==> config.mk <==
export PLATFORM = sky130hd
export DESIGN_NAME = mpr_unit
export DESIGN_NICKNAME = d
export VERILOG_FILES = /design/src/mpr_pkg.sv /design/src/mpr_unit.sv
export SDC_FILE = /design/constraint.sdc
export NUM_CORES = 1
export LEC_CHECK = 0
export BUFFER_PORTS_ARGS = -buffer_cell sky130_fd_sc_hd__buf_2
export CAP_MARGIN = 15
export CELL_PAD_IN_SITES_DETAIL_PLACEMENT = 1
export CELL_PAD_IN_SITES_GLOBAL_PLACEMENT = 2
export CORE_MARGIN = 2
export CORE_UTILIZATION = 36
export DETAILED_ROUTE_END_ITERATION = 16
export PLACE_DENSITY = 0.95
export SLEW_MARGIN = 10
export SYNTH_ARGS = -nofsm -noshare
export SYNTH_HDL_FRONTEND = slang
export SYNTH_SLANG_ARGS = --single-unit
==> constraint.sdc <==
create_clock -name sys_clk -period 4.2 [get_ports sys_clk]
set_input_delay 0.84 -clock sys_clk [delete_from_list [all_inputs] [get_ports sys_clk]]
set_output_delay 0.84 -clock sys_clk [all_outputs]
set_load 0.01 [all_outputs]
==> src/mpr_pkg.sv <==
// Package for the memory protect and relocate unit
package mpr_pkg;

    // ------------------------------------------------------------
    // Sizes and timing
    // ------------------------------------------------------------
    localparam int ADDR_W          = 17;
    localparam int DATA_W          = 18;
    localparam int PAGE_SHIFT      = 8;
    localparam int BLK_W           = ADDR_W - PAGE_SHIFT;
    localparam int CLK_PERIOD_PS   = 8000;
    localparam int PROT_DELAY_PS   = 30000;
    localparam int WR_DELAY_PS     = 175000;
    localparam int PROT_CYC        = (PROT_DELAY_PS + CLK_PERIOD_PS - 1) / CLK_PERIOD_PS;
    localparam int WR_CYC          = (WR_DELAY_PS + CLK_PERIOD_PS - 1) / CLK_PERIOD_PS;
    localparam int CNT_W           = 6;

    // ------------------------------------------------------------
    // Register map, reached over the plain register port
    // ------------------------------------------------------------
    localparam logic [3:0] REG_CTRL     = 4'h0;
    localparam logic [3:0] REG_BOUND    = 4'h1;
    localparam logic [3:0] REG_RELOC    = 4'h2;
    localparam logic [3:0] REG_UPPER    = 4'h3;
    localparam logic [3:0] REG_STATUS   = 4'h4;
    localparam int CTRL_USER_BIT        = 0;
    localparam int CTRL_RELOC_BIT       = 1;
    localparam int STAT_USER_BIT        = 0;
    localparam int STAT_VIOL_BIT        = 1;
    localparam int STAT_CAUSE_LSB       = 2;
    localparam logic [BLK_W-1:0] BOUND_RST = 9'h000;
    localparam logic [BLK_W-1:0] UPPER_RST = 9'h1ff;

    // ------------------------------------------------------------
    // Types
    // ------------------------------------------------------------
    typedef enum logic [2:0] {
        CAUSE_NONE    = 3'h0,
        CAUSE_IO_XFER = 3'h1,
        CAUSE_HALT    = 3'h2,
        CAUSE_XCT     = 3'h3,
        CAUSE_PROT    = 3'h4,
        CAUSE_BOUND   = 3'h5,
        CAUSE_UNIT    = 3'h6
    } mpr_cause_t;

    typedef enum logic [1:0] {
        ST_IDLE = 2'b00,
        ST_WAIT = 2'b01,
        ST_GO   = 2'b11
    } mpr_state_t;

    // Request from the processor side of the memory bus
    typedef struct packed {
        logic              valid;
        logic              write;
        logic              io_transfer_instruction;
        logic              halt;
        logic              chain_xct;
        logic              unit_access;
        logic [ADDR_W-1:0] addr;
        logic [DATA_W-1:0] wdata;
    } mpr_req_t;

    // Cycle to core memory
    typedef struct packed {
        logic              valid;
        logic              write;
        logic [ADDR_W-1:0] addr;
        logic [DATA_W-1:0] wdata;
    } mpr_mem_t;

endpackage : mpr_pkg

==> src/mpr_unit.sv <==
// Memory protect and relocate unit between processor and core memory
//
// The address-and-strobe port and the placing of the registers were left to the implementer.
`timescale 1ns/1ps
module mpr_unit
    import mpr_pkg::*;
#(
    parameter int PROT_CYCLES = PROT_CYC,
    parameter int WR_CYCLES   = WR_CYC
)(
    input  wire logic              sys_clk,
    input  wire logic              rst_n,
    input  wire logic              clk_en,
    input  wire logic [3:0]        reg_addr,
    input  wire logic [DATA_W-1:0] reg_wdata,
    input  wire logic              reg_wr,
    input  wire logic              reg_rd,
    output logic      [DATA_W-1:0] reg_rdata,
    input  wire mpr_req_t          cpu_req,
    output logic                   cpu_ready,
    output logic                   cpu_trap,
    output mpr_mem_t               mem_cyc,
    output logic                   viol_irq,
    output logic                   user_mode
);

    // ------------------------------------------------------------
    // State
    // ------------------------------------------------------------
    typedef struct packed {
        mpr_state_t        st;
        logic [CNT_W-1:0]  cnt;
        logic              user;
        logic              reloc_en;
        logic [BLK_W-1:0]  bound;
        logic [BLK_W-1:0]  reloc;
        logic [BLK_W-1:0]  upper;
        logic              viol;
        mpr_cause_t        cause;
        logic              trap;
        mpr_mem_t          mem;
        logic [DATA_W-1:0] rdata;
    } mpr_regs_t;

    mpr_regs_t s_q;
    mpr_regs_t s_d;

    localparam logic [CNT_W-1:0] PROT_N = CNT_W'(PROT_CYCLES);
    localparam logic [CNT_W-1:0] WR_N   = CNT_W'(PROT_CYCLES + WR_CYCLES);

    // ------------------------------------------------------------
    // Checks
    // ------------------------------------------------------------
    function automatic logic [BLK_W-1:0] blk_of(input logic [ADDR_W-1:0] a);
        blk_of = a[ADDR_W-1:PAGE_SHIFT];
    endfunction : blk_of

    function automatic mpr_cause_t classify(input mpr_req_t r, input logic rel,
                                            input logic [BLK_W-1:0] bnd,
                                            input logic [BLK_W-1:0] upr);
        classify = CAUSE_NONE;
        if (r.io_transfer_instruction)
            classify = CAUSE_IO_XFER;
        else if (r.halt)
            classify = CAUSE_HALT;
        else if (r.chain_xct)
            classify = CAUSE_XCT;
        else if (r.unit_access)
            classify = CAUSE_UNIT;
        else if (rel && (blk_of(r.addr) > upr))
            classify = CAUSE_BOUND;
        else if (!rel && (blk_of(r.addr) < bnd))
            classify = CAUSE_PROT;
    endfunction : classify

    mpr_cause_t cause_now;
    logic       bad_now;
    logic [ADDR_W-1:0] phys;

    always_comb
    begin
        cause_now = classify(cpu_req, s_q.reloc_en, s_q.bound, s_q.upper);
        bad_now   = s_q.user && cpu_req.valid && (cause_now != CAUSE_NONE);
        // Relocated address wraps at the top of memory
        phys      = cpu_req.addr;
        if (s_q.user && s_q.reloc_en)
            phys = cpu_req.addr + {s_q.reloc, {PAGE_SHIFT{1'b0}}};
    end

    // ------------------------------------------------------------
    // Next state
    // ------------------------------------------------------------
    always_comb
    begin
        s_d          = s_q;
        s_d.trap     = 1'b0;
        s_d.mem      = '0;
        s_d.rdata    = '0;
        if (reg_wr)
        begin
            case (reg_addr)
                REG_CTRL:
                begin
                    s_d.user     = reg_wdata[CTRL_USER_BIT];
                    s_d.reloc_en = reg_wdata[CTRL_RELOC_BIT];
                end
                REG_BOUND: s_d.bound = reg_wdata[BLK_W-1:0];
                REG_RELOC: s_d.reloc = reg_wdata[BLK_W-1:0];
                REG_UPPER: s_d.upper = reg_wdata[BLK_W-1:0];
                REG_STATUS:
                begin
                    if (reg_wdata[STAT_VIOL_BIT])
                        s_d.viol = 1'b0;
                end
                default: ;
            endcase
        end
        if (reg_rd)
        begin
            case (reg_addr)
                REG_CTRL:   s_d.rdata = DATA_W'({s_q.reloc_en, s_q.user});
                REG_BOUND:  s_d.rdata = DATA_W'(s_q.bound);
                REG_RELOC:  s_d.rdata = DATA_W'(s_q.reloc);
                REG_UPPER:  s_d.rdata = DATA_W'(s_q.upper);
                REG_STATUS: s_d.rdata = DATA_W'({s_q.cause, s_q.viol, s_q.user});
                default:    s_d.rdata = '0;
            endcase
        end
        case (s_q.st)
            ST_IDLE:
            begin
                // Refused request still stands in the trap cycle; skip it
                if (cpu_req.valid && !s_q.trap)
                begin
                    if (bad_now)
                    begin
                        s_d.user  = 1'b0;
                        s_d.viol  = 1'b1;
                        s_d.cause = cause_now;
                        s_d.trap  = 1'b1;
                    end
                    else
                    begin
                        s_d.st  = ST_WAIT;
                        s_d.cnt = (s_q.user && cpu_req.write) ? WR_N : PROT_N;
                    end
                end
            end
            ST_WAIT:
            begin
                s_d.cnt = s_q.cnt - CNT_W'(1);
                if (s_q.cnt == CNT_W'(1))
                    s_d.st = ST_GO;
            end
            ST_GO:
            begin
                s_d.st        = ST_IDLE;
                s_d.mem.valid = 1'b1;
                s_d.mem.write = cpu_req.write;
                s_d.mem.addr  = phys;
                s_d.mem.wdata = cpu_req.wdata;
            end
            default: s_d.st = ST_IDLE;
        endcase
    end

    always_ff @(posedge sys_clk or negedge rst_n)
    begin
        if (!rst_n)
        begin
            s_q          <= '0;
            s_q.st       <= ST_IDLE;
            s_q.bound    <= BOUND_RST;
            s_q.upper    <= UPPER_RST;
            s_q.cause    <= CAUSE_NONE;
        end
        else if (clk_en)
            s_q <= s_d;
    end

    // ------------------------------------------------------------
    // Outputs
    // ------------------------------------------------------------
    assign cpu_ready = clk_en && (s_q.st == ST_GO);
    assign cpu_trap  = s_q.trap;
    assign mem_cyc   = s_q.mem;
    assign viol_irq  = s_q.viol;
    assign user_mode = s_q.user;
    assign reg_rdata = s_q.rdata;

    // ------------------------------------------------------------
    // Checks on the design
    // ------------------------------------------------------------
    chk_trap_leaves_user: assert property (@(posedge sys_clk) disable iff (!rst_n)
        clk_en && s_q.trap |-> !s_q.user && s_q.viol)
        else $error("trap did not drop to monitor mode");

    chk_bad_no_cycle: assert property (@(posedge sys_clk) disable iff (!rst_n)
        clk_en && s_q.st == ST_IDLE && bad_now |=> s_q.st == ST_IDLE && !mem_cyc.valid)
        else $error("violating request started a memory cycle");

    chk_monitor_no_trap: assert property (@(posedge sys_clk) disable iff (!rst_n)
        clk_en && !s_q.user |=> !cpu_trap)
        else $error("trap raised in monitor mode");

    chk_io_xfer_traps: assert property (@(posedge sys_clk) disable iff (!rst_n)
        clk_en && s_q.st == ST_IDLE && s_q.user && cpu_req.valid
        && cpu_req.io_transfer_instruction |=> cpu_trap && s_q.cause == CAUSE_IO_XFER)
        else $error("io transfer in user mode did not trap");

    chk_prot_region: assert property (@(posedge sys_clk) disable iff (!rst_n)
        clk_en && s_q.st == ST_IDLE && s_q.user && !s_q.reloc_en && cpu_req.valid
        && blk_of(cpu_req.addr) < s_q.bound |=> cpu_trap)
        else $error("protected region reference passed");

    chk_upper_bound: assert property (@(posedge sys_clk) disable iff (!rst_n)
        clk_en && s_q.st == ST_IDLE && s_q.user && s_q.reloc_en && cpu_req.valid
        && blk_of(cpu_req.addr) > s_q.upper |=> cpu_trap)
        else $error("reference above upper boundary passed");

    chk_wait_len: assert property (@(posedge sys_clk) disable iff (!rst_n)
        clk_en && s_q.st == ST_IDLE && cpu_req.valid && !s_q.trap && !bad_now
        |=> s_q.cnt >= PROT_N)
        else $error("memory cycle not stretched");

    chk_user_wr_len: assert property (@(posedge sys_clk) disable iff (!rst_n)
        clk_en && s_q.st == ST_IDLE && cpu_req.valid && !bad_now && s_q.user && cpu_req.write
        |=> s_q.cnt == WR_N)
        else $error("user write not stretched further");

    chk_reloc_addr: assert property (@(posedge sys_clk) disable iff (!rst_n)
        clk_en && s_q.st == ST_GO && s_q.user && s_q.reloc_en
        |=> mem_cyc.addr == ADDR_W'($past(cpu_req.addr) + {$past(s_q.reloc), 8'h00}))
        else $error("relocated address wrong");

    chk_trap_one_pulse: assert property (@(posedge sys_clk) disable iff (!rst_n)
        clk_en && s_q.trap |=> !s_q.trap)
        else $error("trap pulse longer than one cycle");

    chk_viol_sticky: assert property (@(posedge sys_clk) disable iff (!rst_n)
        clk_en && s_q.viol
        && !(reg_wr && reg_addr == REG_STATUS && reg_wdata[STAT_VIOL_BIT]) |=> s_q.viol)
        else $error("violation flag lost without a clear");

    chk_viol_set_wins: assert property (@(posedge sys_clk) disable iff (!rst_n)
        clk_en && s_q.st == ST_IDLE && bad_now |=> viol_irq)
        else $error("violation did not raise the interrupt");

    chk_bound_load: assert property (@(posedge sys_clk) disable iff (!rst_n)
        clk_en && reg_wr && reg_addr == REG_BOUND
        |=> s_q.bound == BLK_W'($past(reg_wdata)))
        else $error("boundary write did not take");

    chk_reloc_load: assert property (@(posedge sys_clk) disable iff (!rst_n)
        clk_en && reg_wr && reg_addr == REG_RELOC
        |=> s_q.reloc == BLK_W'($past(reg_wdata)))
        else $error("relocation write did not take");

    chk_upper_load: assert property (@(posedge sys_clk) disable iff (!rst_n)
        clk_en && reg_wr && reg_addr == REG_UPPER
        |=> s_q.upper == BLK_W'($past(reg_wdata)))
        else $error("upper boundary write did not take");

    chk_page_offset: assert property (@(posedge sys_clk) disable iff (!rst_n)
        clk_en && s_q.st == ST_GO
        |=> mem_cyc.addr[PAGE_SHIFT-1:0] == PAGE_SHIFT'($past(cpu_req.addr)))
        else $error("offset inside the page altered");

    chk_monitor_flat: assert property (@(posedge sys_clk) disable iff (!rst_n)
        clk_en && s_q.st == ST_GO && !s_q.user
        |=> mem_cyc.addr == $past(cpu_req.addr))
        else $error("address changed in monitor mode");

    chk_plain_user_addr: assert property (@(posedge sys_clk) disable iff (!rst_n)
        clk_en && s_q.st == ST_GO && s_q.user && !s_q.reloc_en
        |=> mem_cyc.addr == $past(cpu_req.addr))
        else $error("address moved without relocation");

    chk_write_data: assert property (@(posedge sys_clk) disable iff (!rst_n)
        clk_en && s_q.st == ST_GO
        |=> mem_cyc.wdata == $past(cpu_req.wdata) && mem_cyc.write == $past(cpu_req.write))
        else $error("memory cycle carries wrong data");

    chk_ready_issues: assert property (@(posedge sys_clk) disable iff (!rst_n)
        clk_en && cpu_ready |=> mem_cyc.valid)
        else $error("accepted request issued no memory cycle");

    chk_halt_traps: assert property (@(posedge sys_clk) disable iff (!rst_n)
        clk_en && s_q.st == ST_IDLE && s_q.user && cpu_req.valid && cpu_req.halt
        |=> cpu_trap)
        else $error("halt in user mode did not trap");

    chk_xct_traps: assert property (@(posedge sys_clk) disable iff (!rst_n)
        clk_en && s_q.st == ST_IDLE && s_q.user && cpu_req.valid && cpu_req.chain_xct
        |=> cpu_trap)
        else $error("chained execute in user mode did not trap");

    chk_unit_traps: assert property (@(posedge sys_clk) disable iff (!rst_n)
        clk_en && s_q.st == ST_IDLE && s_q.user && cpu_req.valid && cpu_req.unit_access
        |=> cpu_trap)
        else $error("unit access in user mode did not trap");

    chk_user_enter: assert property (@(posedge sys_clk) disable iff (!rst_n)
        clk_en && reg_wr && reg_addr == REG_CTRL && reg_wdata[CTRL_USER_BIT]
        && !(s_q.st == ST_IDLE && bad_now) |=> user_mode)
        else $error("control write did not enter user mode");

    chk_mon_wr_len: assert property (@(posedge sys_clk) disable iff (!rst_n)
        clk_en && s_q.st == ST_IDLE && cpu_req.valid && !s_q.trap && !s_q.user
        |=> s_q.cnt == PROT_N)
        else $error("monitor cycle stretched like a user write");

    chk_user_rd_len: assert property (@(posedge sys_clk) disable iff (!rst_n)
        clk_en && s_q.st == ST_IDLE && cpu_req.valid && !bad_now
        && s_q.user && !cpu_req.write |=> s_q.cnt == PROT_N)
        else $error("user read stretched like a write");

    chk_wait_count: assert property (@(posedge sys_clk) disable iff (!rst_n)
        clk_en && s_q.st == ST_WAIT && s_q.cnt != CNT_W'(1)
        |=> s_q.st == ST_WAIT)
        else $error("memory cycle wait ended early");

    cov_user_trap:  cover property (@(posedge sys_clk) disable iff (!rst_n) cpu_trap);
    cov_user_write: cover property (@(posedge sys_clk) disable iff (!rst_n)
        mem_cyc.valid && mem_cyc.write && s_q.user);
    cov_reloc_cyc:  cover property (@(posedge sys_clk) disable iff (!rst_n)
        mem_cyc.valid && s_q.reloc_en && s_q.user);
    cov_bound_trap: cover property (@(posedge sys_clk) disable iff (!rst_n)
        cpu_trap && s_q.cause == CAUSE_BOUND);
    cov_prot_trap:  cover property (@(posedge sys_clk) disable iff (!rst_n)
        cpu_trap && s_q.cause == CAUSE_PROT);

endmodule : mpr_unit

# After elaboration in Yosys (flattened, before gate mapping)
# Cells that the tools add are included.
# W data, S select, Z words.
[totals] ff_bits=97 input_bits=68 out_inout_bits=59
[op_classes] addsub=2 order_cmp=2 eq_ne=10 n_mux=28 n_reduce_logical=21
[ops] operator="$mux W9" count=5
[ops] operator="$pmux W9 S5" count=1
[ops] operator="$mux W37" count=1
[ops] operator="$mux W30" count=1
[ops] operator="$mux W5" count=4
[ops] operator="$mux W3" count=6
[ops] operator="$add A17 B17 Y17" count=1
[ops] operator="$mux W17" count=1
[ops] operator="$pmux W6 S2" count=1
[ops] operator="$reduce_and A3 Y1" count=4
[ops] operator="$reduce_and A4 Y1" count=3
[ops] operator="$gt A9 B9 Y1" count=1
[ops] operator="$lt A9 B9 Y1" count=1
[ops] operator="$eq A4 B2 Y1 const B" count=2
[ops] operator="$logic_and A1 B1 Y1" count=8
[ops] operator="$mux W8" count=1
[ops] operator="$eq A6 B1 Y1 const B" count=1
[ops] operator="$ne A2 B2 Y1 const B" count=3
[ops] operator="$sub A6 B1 Y6 const B" count=1
[ops] operator="$eq A4 B1 Y1 const B" count=1
[ops] operator="$eq A4 B3 Y1 const B" count=1
[ops] operator="$logic_not A4 Y1" count=1
[ops] operator="$mux W1" count=4
[ops] operator="$mux W2" count=2
[ops] operator="7 further kinds" count=8

# Longest topological paths before layout
[logic_depth] depth_word=13 depth_mapped=10

# Least setup slack after synthesis
# No wires, ideal clock.
[synth_timing] path_kind="in2reg" from="input port cpu_req[30] (netlist name)" to="register s_q[56] (netlist name)" setup_time_ps=125 t_arrival_ps=2616 required_time_ps=4075 path_slack_ps=1459 cell_stages=8 path_buffers=0 path_cell_list="ha_1 > a21oi_1 > o21ai_0 > a2111o_1 > nand2_1 > nand2_1 > o21ai_0 > mux2_2"
[synth_between] elab_chain_cells=11 elab_cells_between_ends=13 cone_classes="order compare (2); mux (6); reduce/logical (5)"
[synth_rtl] item="start, declared" line_no="mpr_unit.sv:19" text="input wire mpr_req_t cpu_req,"
[synth_rtl] item="$lt A9 B9 Y1" line_no="mpr_unit.sv:72" text="else if (!rel && (blk_of(r.addr) < bnd))"
[synth_rtl] item="$logic_and A1 B1 Y1" line_no="mpr_unit.sv:72"
[synth_rtl] item="$mux W3" line_no="mpr_unit.sv:72"
[synth_rtl] item="$mux W3 *" line_no="mpr_unit.sv:70" text="else if (rel && (blk_of(r.addr) > upr))"
[synth_rtl] item="$mux W3 *" line_no="mpr_unit.sv:68" text="else if (r.unit_access)"
[synth_rtl] item="$mux W3 *" line_no="mpr_unit.sv:66" text="else if (r.chain_xct)"
[synth_rtl] item="$mux W3 *" line_no="mpr_unit.sv:64" text="else if (r.halt)"
[synth_rtl] item="$mux W3 *" line_no="mpr_unit.sv:62" text="if (r.io_transfer_instruction)"
[synth_rtl] item="$reduce_bool A3 Y1" line_no="mpr_unit.sv:83" text="bad_now = s_q.user && cpu_req.valid && (cause_now != CAUSE_NONE);"
[synth_rtl] item="$logic_and A1 B1 Y1" line_no="mpr_unit.sv:83"
[synth_rtl] item="$reduce_and A4 Y1 (no line)"
[synth_rtl] item="end, declared" line_no="mpr_unit.sv:45" text="mpr_regs_t s_q;"
# Mark *: on every way between the ends. The rest lies on a longest branch, timed or not.
# A chain may end at the register's enable or synchronous reset.

# Worst setup path in the final report
# Same ends and word-level chain as after synthesis.

==> results.py <==
metrics = {
    "route": {
        "m1WireLength_mm": 6.05,
        "top_layer": "met4",
        "via_count": 3878,
        "drtIter0Drc": 166,
        "route.met2.wl_mm": 6.48,
        "avgRoutedWirePerCell_microns": 18.5,
        "drc": 0,
        "dr.pass1.iters": 4,
        "routed_wl_mm": 13.5,
        "wl_met3_microns": 726,
        "via_per_inst": 5.33,
        "ant_nets": 0,
    },
    "global_route": {
        "grt_max_degree": 76,
        "grt_antenna_before_repair": 0,
        "grt.overflow.total": 0,
        "grt_pass1_wl_mm": 21.3,
        "grt_pass1_vias": 4087,
        "grt_usage": 0.186,
    },
    "pwr": {
        "clock_power_share": 0.303,
        "share_comb_of_total_power": 0.270,
        "p_seq_frac": 0.427,
        "peakVddDrop_mv": 0.216,
        "power_density_nw_per_um2": 465,
        "swShare": 0.350,
        "p_switching_mw": 0.931,
        "p_int_mw": 1.73,
        "p_leak_nw": 2.84,
    },
    "yosys": {
        "syn_inst": 485,
        "ys_seq_area_frac": 0.436,
        "synthSimpleGateAreaFrac": 0.0963,
        "synth_compound_area_frac": 0.186,
        "synth_top_family_by_area": "compound AO/OA/AOI/OAI gates",
        "async_flop_share": 1.00,
        "ys_seq_elements": 88,
        "synthAdderAreaFrac": 0.0704,
        "syn_avg_cell_area_sq_um": 10.5,
        "ys_warn_count": 0,
        "netlist_area_sq_um": 5080,
        "synth-edff-count": 0,
        "synthMuxAreaShare": 0.0840,
        "ys_types": 58,
        "synthFlopType": "dfrtp_1",
        "synthXorXnorAreaFrac": 0.00690,
    },
    "timing": {
        "report.final.slew_viol_count": 0,
        "relSlewSlack": 0.361,
        "fin_crit_sh": 0.688,
        "rsz0062_at_grt": "false",
        "min_period_ps": 2890,
        "hold_viol": 0,
        "worst_slew_pin_slew_ps": 959,
        "setup_viol_count_final": 0,
        "fmax_mhz": 346,
        "skew_ps": 9.89,
        "fin_tns_setup_ps": 0,
    },
    "cts": {
        "worst_skew_pair.late_latency_ps": 360,
        "cts_setup_buffers": 0,
        "cts_root_buf": "clkbuf_16",
        "numCtsBuffers": 9,
        "cts_tree": "done",
        "h-tree-depth": 3,
        "holdBufCountCts": 0,
        "cts_sinks": 88,
        "path_clk_slew_ps": 70,
        "post_cts_resized": 0,
        "clockBufferDepth": 2,
    },
    "floorplan": {
        "die_height_microns": 123,
        "pin_count": 127,
        "fp.dieW_microns": 123,
        "start_util": 0.367,
        "fp-row-count": 43,
        "fp.dieArea_sq_um": 15100,
        "coreArea_sq_um": 13800,
    },
    "worst_setup_path": {
        "ff2ff_path_depth": 9,
        "cp-startpoint": "cpu_req[30]",
        "critPathKind": "input pin to flip-flop",
        "cp-endpoint": "s_q[56]",
        "startpoint_type": "input pin",
        "required_ps": 4440,
        "critPathCaptureType": "flip-flop",
        "r2r_start": "s_q[64]",
        "r2r_end": "s_q[56]",
        "crit_fanout": 4,
        "crit_arrival_ps": 3130,
        "reg2reg_slack_ps": 1380,
    },
    "placement": {
        "dp_cells": 711,
        "io_buffers": 108,
        "dpl.hpwl_mm": 10.1,
        "place.gp.congestion": 0.897,
    },
    "status": {
        "status": "completed",
    },
    "hold_path": {
        "hold_path.class": "flip-flop to flip-flop",
        "min_path_cells": 1,
    },
    "finish": {
        "finalNonFillerCells": 727,
        "antennaDiodeCount": 0,
        "area_growth_pct": 12.5,
        "drive_gt1_frac": 0.322,
        "final_common_cell": "buf_2",
        "multi_input_area_sq_um": 2290,
        "final_cell_mix": "buf_2, dfrtp_1, a22o_1",
        "fill_cells": 1564,
        "nets": 638,
        "regArea_sq_um": 2210,
    },
    "flow_run": {
        "maxCapViolations": 0,
    },
}
-- worst min-delay path by stage --
stage                       from  slack (ps)            to
finish               mem_cyc[36]         480   mem_cyc[36]
detailed placement  reg_rdata[1]         470  reg_rdata[1]
floorplan                s_q[94]         450       s_q[94]
global placement     mem_cyc[36]         460   mem_cyc[36]
global route         mem_cyc[36]         490   mem_cyc[36]
CTS                  mem_cyc[36]         480   mem_cyc[36]
-- sequential cells by signal, summed over array words and instances (netlist names) --
name       count
cpu_trap       1
reg_rdata      9
s_q           39
mem_cyc       37
user_mode      1
viol_irq       1
-- metrics by stage --
stage                     power (mW)  hold slack [ps]  utilization  setup slack [ps]  area (sq um)
after global placement          1.82              458        0.392              1030          5420
after detailed placement        1.86              468        0.392               958          5420
after floorplan                 1.63              452            -              1460          5110
after global routing            2.83              493        0.413              1180          5720
final                           2.66              476        0.413              1310          5720
after CTS                       2.69              483        0.413              1330          5720
-- power groups by stage --
stage	clock network (mW)	logic, mW	registers [mW]
2_1_floorplan	0	0.539	1.09
3_3_place_gp	0	0.679	1.14
3_5_place_dp	0	0.715	1.15
4_1_cts	0.833	0.722	1.13
5_1_grt	0.869	0.812	1.15
6_report	0.805	0.717	1.13
-- final cells by class --
type | instances | area share
Multi-Input combinational cell | 298 | 0.400
Tap cell | 180 | 0.0394
Clock inverter | 7 | 0.0123
Timing Repair Buffer | 111 | 0.0989
Inverter | 34 | 0.0223
Clock buffer | 9 | 0.0394
Sequential cell | 88 | 0.387
-- kinds of logic (layout without fill, tap and decap cells) --
group	Yosys count	count (layout)
AO/OA/AOI/OAI	123	123
XOR/XNOR	4	4
adder cells (fa/ha/maj)	28	28
buffers and inverters	107	161
flip-flops	88	88
multiplexers	37	37
other	1	9
AND/OR/NAND/NOR	97	97
-- routing by layer --
metal / global-route usage / vias up
li1: - / 1813
met5: 0 / -
met4: 0.0632 / 0
met2: 0.304 / 104
met1: 0.241 / 1947
met3: 0.0428 / 14
-- synthesized netlist by cell type (3+ instances only) --
cell type,number,share of area
o31ai_1,4,0.0059
ha_1,27,0.067
dfstp_2,9,0.047
nand3_1,12,0.012
nor2_1,23,0.017
nand4_1,7,0.0086
mux2_2,31,0.069
xor2_1,3,0.0052
o21bai_1,3,0.0044
nor3_1,10,0.0099
o2bb2ai_1,11,0.019
a31oi_1,3,0.0037
nor2b_1,4,0.0049
nor4_1,4,0.0049
dfrtp_1,79,0.39
buf_4,55,0.081
a21oi_1,21,0.021
nand2_1,20,0.015
clkbuf_1,16,0.012
inv_1,34,0.025
a32oi_1,8,0.014
a22o_1,35,0.060
o21ai_0,20,0.020
mux2i_1,4,0.0079
-- critical path, stage by stage --
cell and delay (ps):
buf_2 140, ha_1 330, a21oi_1 130, o21ai_0 140
a2111o_1 470, nand2_1 150, nand2_1 100, o21ai_0 430
mux2_2 390
Note: power is estimated with default switching activity, not from simulation.
